$ cat src/pvw4_regs.vh
`ifndef PVW4_REGS_VH
`define PVW4_REGS_VH

// Register byte addresses
`define PVW4_OFS_CONTROL      12'h1A0
`define PVW4_OFS_BASE         12'h1A4
`define PVW4_OFS_BOUND        12'h1A8
`define PVW4_OFS_STATUS       12'h1AC
`define PVW4_OFS_XLATE        12'h1B0
`define PVW4_OFS_W            12

// Register select codes
`define PVW4_SEL_NONE         3'h0
`define PVW4_SEL_CONTROL      3'h1
`define PVW4_SEL_BASE         3'h2
`define PVW4_SEL_BOUND        3'h3
`define PVW4_SEL_STATUS       3'h4
`define PVW4_SEL_XLATE        3'h5

// Control register fields
`define PVW4_CTL_EN           31
`define PVW4_CTL_POSTED_WRITE_ALLOW         30
`define PVW4_CTL_VDW_HI       23
`define PVW4_CTL_VDW_LO       22
`define PVW4_CTL_VAS_HI       18
`define PVW4_CTL_VAS_LO       16
`define PVW4_CTL_PGM          14
`define PVW4_CTL_SUPER        12
`define PVW4_CTL_VCT          8
`define PVW4_CTL_LAS          0

// Address fields, 4 Kbyte granularity
`define PVW4_PAGE_HI          31
`define PVW4_PAGE_LO          12
`define PVW4_PAGE_W           20
`define PVW4_PAGE_ZERO        20'h00000

// Width codes
`define PVW4_VDW_8            2'h0
`define PVW4_VDW_16           2'h1
`define PVW4_VDW_32           2'h2
`define PVW4_VDW_64           2'h3
`define PVW4_VDW_RESET        2'h2

// Address space codes
`define PVW4_VAS_A16          3'h0
`define PVW4_VAS_A24          3'h1
`define PVW4_VAS_A32          3'h2
`define PVW4_VAS_RSVD3        3'h3
`define PVW4_VAS_RSVD4        3'h4
`define PVW4_VAS_CRCSR        3'h5
`define PVW4_VAS_USER1        3'h6
`define PVW4_VAS_USER2        3'h7
`define PVW4_VAS_RESET        3'h0

// Status register fields
`define PVW4_STS_CNT_HI       15
`define PVW4_STS_CNT_LO       0
`define PVW4_STS_CLAIM        16
`define PVW4_STS_POSTED       17
`define PVW4_STS_BLOCK        18
`define PVW4_STS_MBLT         19
`define PVW4_STS_RSVD_SPACE   20
`define PVW4_STS_IS_WRITE     21

`define PVW4_ZERO32           32'h00000000
`define PVW4_ONE16            16'h0001
`define PVW4_ZERO16           16'h0000

`endif

$ cat src/pvw4_window.v
// The APB register port is this design's own decision.
`include "pvw4_regs.vh"

module pvw4_window #(
  parameter CNT_W = 16
) (
  input  wire        pclk,
  input  wire        presetn,
  input  wire        psel,
  input  wire        penable,
  input  wire        pwrite,
  input  wire [31:0] paddr,
  input  wire [31:0] pwdata,
  output reg  [31:0] prdata,
  output wire        pready,
  output reg         pslverr,
  input  wire        pci_req,
  input  wire [31:0] pci_addr,
  input  wire        pci_is_io,
  input  wire        pci_is_write,
  output reg         win_done,
  output reg         win_claim,
  output reg  [31:0] vme_addr,
  output reg  [1:0]  vme_width,
  output reg  [2:0]  vme_space,
  output reg         vme_space_rsvd,
  output reg         am_program,
  output reg         am_super,
  output reg         vme_block,
  output reg         vme_mblt_ok,
  output reg         wr_posted
);

  // Register map, byte offsets on the APB side
  //   control  0x1A0  enable, posting, width, space, AM bits, cycle type
  //   base     0x1A4  lowest page claimed, bits 31 to 12
  //   bound    0x1A8  first page past the window, zero for no limit
  //   status   0x1AC  read only, result of the latest decode
  //   offset   0x1B0  page offset added on the way to the VMEbus
  // Any other offset reads zero and raises pslverr
  // Writes to unmapped offsets and to status change nothing
  //
  // Control layout
  //   bit 31     window enable, clear after reset
  //   bit 30     posted writes allowed, memory space only
  //   bits 23:22 largest VMEbus data width, 32 bit after reset
  //   bits 18:16 VMEbus address space code
  //   bit 14     program rather than data access
  //   bit 12     supervisor rather than user access
  //   bit 8      block cycles wanted
  //   bit 0      window lives in PCI I/O space
  //   all other bits read zero and ignore writes
  //
  // Status layout
  //   bits 15:0  count of claimed requests, wraps silently
  //   bit 16     latest request claimed
  //   bit 17     latest request may be posted
  //   bit 18     latest request runs block cycles
  //   bit 19     latest request may run multiplexed block cycles
  //   bit 20     space code is one of the reserved two
  //   bit 21     live write flag of the PCI side, not registered
  //
  // Bus timing
  //   pready is tied high, every access ends in its first access cycle
  //   read data is taken in the setup cycle, so prdata is a flop
  //   a write lands at the edge that closes the access phase
  //   back to back transfers need no idle cycle
  //
  // Decode timing
  //   pci_req is a one cycle strobe with address and qualifiers
  //   win_done pulses one cycle later with every decode output
  //   decode outputs hold until the next strobe
  //   a strobe may come every cycle
  //   a miss still answers, with win_claim low
  //
  // Limitations
  //   settings are read live at the strobe edge, nothing is shadowed
  //   a settings write in the same cycle as a strobe uses the old value
  //   reserved space codes are flagged, not refused; the master decides
  //   the 64 bit width never runs plain block cycles, only multiplexed
  //   the claim count keeps its low sixteen bits in the status view
  //   base above bound gives an empty window, not an error
  //   translation wraps modulo 4 Gbyte, carries out of bit 31 are lost
  //
  // Reset state
  //   control reads 0x00800000, only the width field is set
  //   base, bound and offset clear to zero
  //   decode outputs clear, width shows 32 bit, space shows A16
  //   prdata and pslverr clear, pready stays high
  //
  // Hazards
  //   changing base or bound while strobes arrive may split a burst
  //   changing the offset mid transfer moves the VMEbus address
  //   software disables the window before moving it
  //   the I/O select overrides the posting bit, never the reverse
  //   width and space are copied as written, even when reserved
  //
  // Field notes
  //   the low twelve bits of the address registers read zero
  //   upper address bits of paddr must be zero for a register hit
  //   status bit 21 follows the pin, so it may change between reads
  //   the count is sized by CNT_W; only sixteen bits are visible
  //   block and multiplexed block are never both high
  //   wr_posted implies a claimed write in memory space
  //
  // Verification hooks
  //   every decode output is visible at the top level
  //   a checker may mirror the settings from the bus alone
  //   win_done gives a clean point to compare the outputs
  //   status offers a second view of the same decode result
  //
  // Clocking
  //   one clock, pclk; every flop resets asynchronously on presetn
  //   no slower rate is needed inside this window

  // Control fields
  reg                   enable_r;
  reg                   posted_write_allow_r;
  reg [1:0]             vme_max_width_r;
  reg [2:0]             vme_space_select_r;
  reg                   program_data_qualifier_r;
  reg                   supervisor_r;
  reg                   block_cycle_select_r;
  reg                   pci_space_select_r;
  // Address windows
  reg [`PVW4_PAGE_W-1:0] window_base_r;
  reg [`PVW4_PAGE_W-1:0] window_bound_r;
  reg [`PVW4_PAGE_W-1:0] translation_offset_r;
  // Activity count of claimed accesses
  reg [CNT_W-1:0]       claim_cnt_r;

  wire [2:0]            wr_sel;
  wire [2:0]            rd_sel;
  wire                  wr_fire;
  wire                  setup;
  wire [`PVW4_PAGE_W-1:0] req_page;
  wire                  above_base;
  wire                  below_bound;
  wire                  space_match;
  wire                  hit;
  wire                  a24_a32;
  reg  [31:0]           ctl_view;
  reg  [31:0]           sts_view;
  reg  [31:0]           rd_mux;

  // Offset decode shared by read and write paths
  function [2:0] reg_sel;
    input [31:0] addr;
    begin
      case (addr[`PVW4_OFS_W-1:0])
        `PVW4_OFS_CONTROL: reg_sel = `PVW4_SEL_CONTROL;
        `PVW4_OFS_BASE:    reg_sel = `PVW4_SEL_BASE;
        `PVW4_OFS_BOUND:   reg_sel = `PVW4_SEL_BOUND;
        `PVW4_OFS_STATUS:  reg_sel = `PVW4_SEL_STATUS;
        `PVW4_OFS_XLATE:   reg_sel = `PVW4_SEL_XLATE;
        default:           reg_sel = `PVW4_SEL_NONE;
      endcase
      // Upper address bits must be zero for a hit
      if (addr[31:`PVW4_OFS_W] != 20'h00000) begin
        reg_sel = `PVW4_SEL_NONE;
      end
    end
  endfunction

  // Block transfers are only meaningful in the A24 and A32 spaces
  function is_a24_a32;
    input [2:0] vme_space_select;
    begin
      is_a24_a32 = (vme_space_select == `PVW4_VAS_A24) || (vme_space_select == `PVW4_VAS_A32);
    end
  endfunction

  // Reserved space codes are flagged so the master side can refuse them
  function is_rsvd_space;
    input [2:0] vme_space_select;
    begin
      is_rsvd_space = (vme_space_select == `PVW4_VAS_RSVD3) || (vme_space_select == `PVW4_VAS_RSVD4);
    end
  endfunction

  // Zero wait states: read data is captured in the setup cycle
  assign pready  = 1'b1;
  assign setup   = psel & ~penable;
  assign wr_fire = psel & penable & pwrite;
  assign wr_sel  = reg_sel(paddr);
  assign rd_sel  = reg_sel(paddr);

  // Control register image with reserved bits as zero
  always @* begin
    ctl_view = `PVW4_ZERO32;
    ctl_view[`PVW4_CTL_EN] = enable_r;
    ctl_view[`PVW4_CTL_POSTED_WRITE_ALLOW] = posted_write_allow_r;
    ctl_view[`PVW4_CTL_VDW_HI:`PVW4_CTL_VDW_LO] = vme_max_width_r;
    ctl_view[`PVW4_CTL_VAS_HI:`PVW4_CTL_VAS_LO] = vme_space_select_r;
    ctl_view[`PVW4_CTL_PGM] = program_data_qualifier_r;
    ctl_view[`PVW4_CTL_SUPER] = supervisor_r;
    ctl_view[`PVW4_CTL_VCT] = block_cycle_select_r;
    ctl_view[`PVW4_CTL_LAS] = pci_space_select_r;
  end

  // Status image: result of the latest decode and claim count
  always @* begin
    sts_view = `PVW4_ZERO32;
    sts_view[`PVW4_STS_CNT_HI:`PVW4_STS_CNT_LO] = claim_cnt_r[15:0];
    sts_view[`PVW4_STS_CLAIM] = win_claim;
    sts_view[`PVW4_STS_POSTED] = wr_posted;
    sts_view[`PVW4_STS_BLOCK] = vme_block;
    sts_view[`PVW4_STS_MBLT] = vme_mblt_ok;
    sts_view[`PVW4_STS_RSVD_SPACE] = vme_space_rsvd;
    sts_view[`PVW4_STS_IS_WRITE] = pci_is_write;
  end

  // Read multiplexer; low twelve bits of address registers read zero
  always @* begin
    case (rd_sel)
      `PVW4_SEL_CONTROL: rd_mux = ctl_view;
      `PVW4_SEL_BASE:    rd_mux = {window_base_r, 12'h000};
      `PVW4_SEL_BOUND:   rd_mux = {window_bound_r, 12'h000};
      `PVW4_SEL_STATUS:  rd_mux = sts_view;
      `PVW4_SEL_XLATE:   rd_mux = {translation_offset_r, 12'h000};
      default:           rd_mux = `PVW4_ZERO32;
    endcase
  end

  // Bus answer; unmapped offsets read zero and report an error
  always @(posedge pclk or negedge presetn) begin
    if (!presetn) begin
      prdata  <= `PVW4_ZERO32;
      pslverr <= 1'b0;
    end else if (setup) begin
      prdata  <= pwrite ? `PVW4_ZERO32 : rd_mux;
      pslverr <= (rd_sel == `PVW4_SEL_NONE);
    end
  end

  // Register writes; status is read only
  always @(posedge pclk or negedge presetn) begin
    if (!presetn) begin
      enable_r                 <= 1'b0;
      posted_write_allow_r     <= 1'b0;
      vme_max_width_r          <= `PVW4_VDW_RESET;
      vme_space_select_r       <= `PVW4_VAS_RESET;
      program_data_qualifier_r <= 1'b0;
      supervisor_r             <= 1'b0;
      block_cycle_select_r     <= 1'b0;
      pci_space_select_r       <= 1'b0;
      window_base_r            <= `PVW4_PAGE_ZERO;
      window_bound_r           <= `PVW4_PAGE_ZERO;
      translation_offset_r     <= `PVW4_PAGE_ZERO;
    end else if (wr_fire) begin
      case (wr_sel)
        `PVW4_SEL_CONTROL: begin
          enable_r                 <= pwdata[`PVW4_CTL_EN];
          posted_write_allow_r     <= pwdata[`PVW4_CTL_POSTED_WRITE_ALLOW];
          vme_max_width_r          <= pwdata[`PVW4_CTL_VDW_HI:`PVW4_CTL_VDW_LO];
          vme_space_select_r       <= pwdata[`PVW4_CTL_VAS_HI:`PVW4_CTL_VAS_LO];
          program_data_qualifier_r <= pwdata[`PVW4_CTL_PGM];
          supervisor_r             <= pwdata[`PVW4_CTL_SUPER];
          block_cycle_select_r     <= pwdata[`PVW4_CTL_VCT];
          pci_space_select_r       <= pwdata[`PVW4_CTL_LAS];
        end
        `PVW4_SEL_BASE: begin
          window_base_r <= pwdata[`PVW4_PAGE_HI:`PVW4_PAGE_LO];
        end
        `PVW4_SEL_BOUND: begin
          window_bound_r <= pwdata[`PVW4_PAGE_HI:`PVW4_PAGE_LO];
        end
        `PVW4_SEL_XLATE: begin
          translation_offset_r <= pwdata[`PVW4_PAGE_HI:`PVW4_PAGE_LO];
        end
        default: begin
          enable_r <= enable_r;
        end
      endcase
    end
  end

  // Window decode on 4 Kbyte pages
  assign req_page    = pci_addr[`PVW4_PAGE_HI:`PVW4_PAGE_LO];
  assign above_base  = (req_page >= window_base_r);
  // Zero bound means open-ended upwards
  assign below_bound = (window_bound_r == `PVW4_PAGE_ZERO) ||
                       (req_page < window_bound_r);
  assign space_match = (pci_is_io == pci_space_select_r);
  assign hit         = enable_r & space_match & above_base & below_bound;
  assign a24_a32     = is_a24_a32(vme_space_select_r);

  // Decode result registered one cycle after the request. Settings are
  // sampled live, so changing them mid-access gives a mixed result.
  always @(posedge pclk or negedge presetn) begin
    if (!presetn) begin
      win_done       <= 1'b0;
      win_claim      <= 1'b0;
      vme_addr       <= `PVW4_ZERO32;
      vme_width      <= `PVW4_VDW_RESET;
      vme_space      <= `PVW4_VAS_RESET;
      vme_space_rsvd <= 1'b0;
      am_program     <= 1'b0;
      am_super       <= 1'b0;
      vme_block      <= 1'b0;
      vme_mblt_ok    <= 1'b0;
      wr_posted      <= 1'b0;
      claim_cnt_r    <= {CNT_W{1'b0}};
    end else begin
      win_done <= pci_req;
      if (pci_req) begin
        win_claim <= hit;
        // Page bits translated, offset within page passes through
        vme_addr  <= {req_page + translation_offset_r,
                      pci_addr[`PVW4_PAGE_LO-1:0]};
        vme_width      <= vme_max_width_r;
        vme_space      <= vme_space_select_r;
        vme_space_rsvd <= is_rsvd_space(vme_space_select_r);
        am_program     <= program_data_qualifier_r;
        am_super       <= supervisor_r;
        // Cycle type honoured only for narrow widths in A24/A32
        vme_block   <= block_cycle_select_r & a24_a32 &
                       (vme_max_width_r != `PVW4_VDW_64);
        vme_mblt_ok <= a24_a32 & (vme_max_width_r == `PVW4_VDW_64);
        // I/O space forces coupled writes
        wr_posted   <= hit & pci_is_write & posted_write_allow_r &
                       ~pci_space_select_r;
        if (hit) begin
          claim_cnt_r <= claim_cnt_r + {{(CNT_W-1){1'b0}}, 1'b1};
        end
      end
    end
  end

endmodule

$ cat config.mk
export PLATFORM = sky130hd
export DESIGN_NAME = pvw4_window
export DESIGN_NICKNAME = d
export VERILOG_FILES = /design/src/pvw4_window.v
export VERILOG_INCLUDE_DIRS = /design/src
export SDC_FILE = /design/constraint.sdc
export NUM_CORES = 1
export LEC_CHECK = 0
export BUFFER_PORTS_ARGS = -buffer_cell sky130_fd_sc_hd__buf_2
export CORE_ASPECT_RATIO = 1.25
export CORE_MARGIN = 2
export CORE_UTILIZATION = 45
export CTS_CLUSTER_SIZE = 8
export DETAILED_ROUTE_END_ITERATION = 8
export PLACE_DENSITY = 0.65
export SYNTH_ARGS = -nofsm -noshare
export SYNTH_HDL_FRONTEND = slang
export SYNTH_SLANG_ARGS = --single-unit
$ cat constraint.sdc
create_clock -name pclk -period 6.8 [get_ports pclk]
set_input_delay 1.36 -clock pclk [delete_from_list [all_inputs] [get_ports pclk]]
set_output_delay 1.36 -clock pclk [all_outputs]
set_load 0.01 [all_outputs]
==> impl_metrics.env <==
export IMPL_synth_cell_types=65
export IMPL_synth_top_cell_area_share=0.4614
export IMPL_rsz0062_at_grt="no"
export IMPL_crit_path_max_fanout=15
export IMPL_crit_path_top_delay_cell="a2111oi_0"
export IMPL_critical_path_most_common_cell="o21ai_0"
export IMPL_synthTopCellsByArea="dfrtp_1 (46%), mux2_2 (10%), ha_1 (8.4%)"
export IMPL_cpLargestDelayFamily="compound AO/OA/AOI/OAI gates"
export IMPL_insertion_delay_ns=0.43
export IMPL_viasPerCell=5.439
export IMPL_avgRoutedWirePerCell_um=18.18
export IMPL_min_path_cells=2
export IMPL_cts_root_buf="clkbuf_16"
export IMPL_place_congestion=0.8469
export IMPL_cts_path_max_buffers=2
export IMPL_hp_class="reg -> reg"
export IMPL_cts_setup_buffers=0
export IMPL_track_usage=0.2340
export IMPL_slew_violations=0
export IMPL_io_pin_count=183
export IMPL_yosys_warnings=0
export IMPL_dieArea_mm2=0.02079
export IMPL_portBuffers=171
export IMPL_tightest_slew_ns=1.087
export IMPL_num_rows=57
export IMPL_fmax_mhz=279.8
export IMPL_fin_crit_ns=3.574
export IMPL_ctsHtreeMaxLevel=4
export IMPL_grt_start_max_net_pins=107
export IMPL_yosysTopAreaCell="dfrtp_1"
export IMPL_async_reset_ff_frac=1.000
export IMPL_core_mm2=0.01933
export IMPL_required_ns=7.12
export IMPL_cp_num_cells=9
export IMPL_drc_errors=0
export IMPL_cp_start_kind="input port"
export IMPL_critPathCaptureType="register"
export IMPL_antenna_found_initial=1
export IMPL_syn_avg_cell_area_um2=10.45
export IMPL_seqCellArea_mm2=0.004131
export IMPL_mappedNetlistArea_mm2=0.008840
export IMPL_synth_edff_count=0
export IMPL_period_share=0.5255
export IMPL_finalPower_mw=2.170
export IMPL_cts_tree="built"
export IMPL_area_growth_pct=19.50
export IMPL_die_y_um=160.7
export IMPL_nFillCells=1766
export IMPL_yosysMostFrequentCell="dfrtp_1"
export IMPL_ys_seq_elements=165
export IMPL_reg2reg_depth=9
export IMPL_critPathMaxStageDelay_ns=0.45
export IMPL_fp_dieW_um=129.4
export IMPL_synthTopCellsByCount="dfrtp_1 (163), nand2_1 (89), mux2_2 (81)"
export IMPL_setup_violations=0
export IMPL_clk_pin_slew_worst_paths_ns=0.06
export IMPL_multi_input_area_mm2=0.004382
export IMPL_drive_above_1_share=0.2981
export IMPL_path_cells="buf_2 > ha_1 > a21oi_1 > o21ai_0 > a2111oi_0 > o21ai_0 > a21o_1 > nand2_1 > mux2_2"
export IMPL_critical_path_class="in -> reg"
export IMPL_grt_overflow=0
export IMPL_cts_hold_buf=0
export IMPL_final_setup_skew_ns=0.009428
export IMPL_status="complete, no violations"
export IMPL_routed_wirelength_um=23460
export IMPL_num_vias=7016
export IMPL_hold_viol_final=0
export IMPL_grt_pass1_vias=7114
export IMPL_synth_nets=1010
export IMPL_dp_hpwl_um=17380
export IMPL_arrival_ns=3.89
export IMPL_nNetsFinal=1176
export IMPL_synthCells=846
export IMPL_seq_area_frac_synth=0.4674
export IMPL_postRouteAntennaNets=0
export IMPL_vdd_drop_max_mv=0.1581
export IMPL_power_density_mw_per_mm2=205.4
export IMPL_setup_tns_ns=0
export IMPL_drv_cap=0
export IMPL_cellLeakagePower_nw=5.209
export IMPL_max_slew_margin=0.2740
export IMPL_cts_resized_gates=0
export IMPL_synth_flop_cell="dfrtp_1"
export IMPL_cts_made_buffers=17
export IMPL_path_buf_inv=1
export IMPL_first_iter_violations=451
export IMPL_clock_sinks=165
export IMPL_start_util=0.4574
export IMPL_firstDrtPassIters=5
export IMPL_grt_pass1_wl_um=37490
-- cell type report --
class | count | share of cell area
Clock inverter | 11 | 0.01457
Inverter | 50 | 0.01777
Antenna cell | 2 | 0.0004738
Tap cell | 265 | 0.03139
Sequential cell | 165 | 0.3911
Timing Repair Buffer | 180 | 0.08800
Multi-Input combinational cell | 598 | 0.4148
Clock buffer | 19 | 0.04193
-- where the power goes --
group	switching, mW	internal (mW)	leakage (nW)	total [mW]
Sequential	0.00960	1.00	2.12	1.01
Clock	0.399	0.585	0.285	0.985
Combinational	0.103	0.0714	2.80	0.174
-- cell usage in the layout (no fill, tap or decap), types with 8 or more instances in the layout --
master and n:
ha_1 59, o21ai_0 41, nand2_1 89, a21oi_1 43, nand3b_1 8, a22o_1 11, o21ai_1 22, inv_1 50
clkbuf_16 17, buf_2 170, mux2_2 81, nand3_1 13, and3_1 10, xnor2_1 26, a22oi_1 30, o21a_1 8
nor4_1 11, buf_4 9, dfrtp_1 163, nor3_1 9, nand4_1 12, nor2_1 36, a21o_1 17
-- stage by stage --
step                      hold WS (ns)  cells  area [um^2]  setup WS, ns    util
after floorplan                 0.4463    846         8840         3.609       -
after global placement          0.4591   1258         9962         2.766  0.5154
after detailed placement        0.4647   1258         9962         2.720  0.5154
after CTS                       0.4815   1288        10560         3.184  0.5463
after global routing            0.4923   1289        10560         2.958  0.5464
final                           0.4758   1290        10560         3.226  0.5466
-- flip-flops by register name, indices dropped and copies added (netlist names), 2 cells and up --
name,count
prdata,32
vme_addr,32
translation_offset_r,20
window_base_r,20
window_bound_r,20
claim_cnt_r,16
vme_space,3
vme_space_select_r,3
vme_max_width_r,2
vme_width,2
-- layer usage --
metal  track usage  up-vias  part of all wire  wire length, um
met2        0.3955      173              0.50            11790
met3       0.04464       37             0.052             1225
met1        0.2991     3423              0.42             9841
met4       0.08053        0             0.025              595
li1              -     3383                 -                -
met5             0        -                 0                0
-- path summary, 6_finish.rpt --
check / slack (ns) / start / to
min in group asynchronous: 1.05 / presetn / prdata[13]$_DFFE_PN0P_
max in group asynchronous: 4.44 / presetn / vme_addr[24]$_DFFE_PN0P_
min: 0.48 / pslverr$_DFFE_PN0P_ / pslverr$_DFFE_PN0P_
min reg2reg: 0.48 / pslverr$_DFFE_PN0P_ / pslverr$_DFFE_PN0P_
max: 3.23 / pci_addr[23] / claim_cnt_r[1]$_DFFE_PN0P_
max reg2reg: 3.91 / window_base_r[11]$_DFFE_PN0P_ / claim_cnt_r[1]$_DFFE_PN0P_
-- cells by family (layout without fill, tap and decap cells) --
logic type                 Yosys count  count (layout)  synth area share
AOI/OAI and AO/OA                  213             213            0.1563
and+or+nand+nor                    213             213            0.1186
xor gates and xnor gates            29              29           0.02873
buffers and inverters               83             260           0.03850
other                                1               3         0.0004242
DFF                                165             165            0.4674
adders and majority gates           60              60           0.08578
muxes                               82              82            0.1043
-- tightest hold or removal path: stages, from the launching register on --
cell and delay, ns:
dfrtp_1 0.34, nand2_1 0.04, o21ai_0 0.06
(Power assumes the default switching activity.)
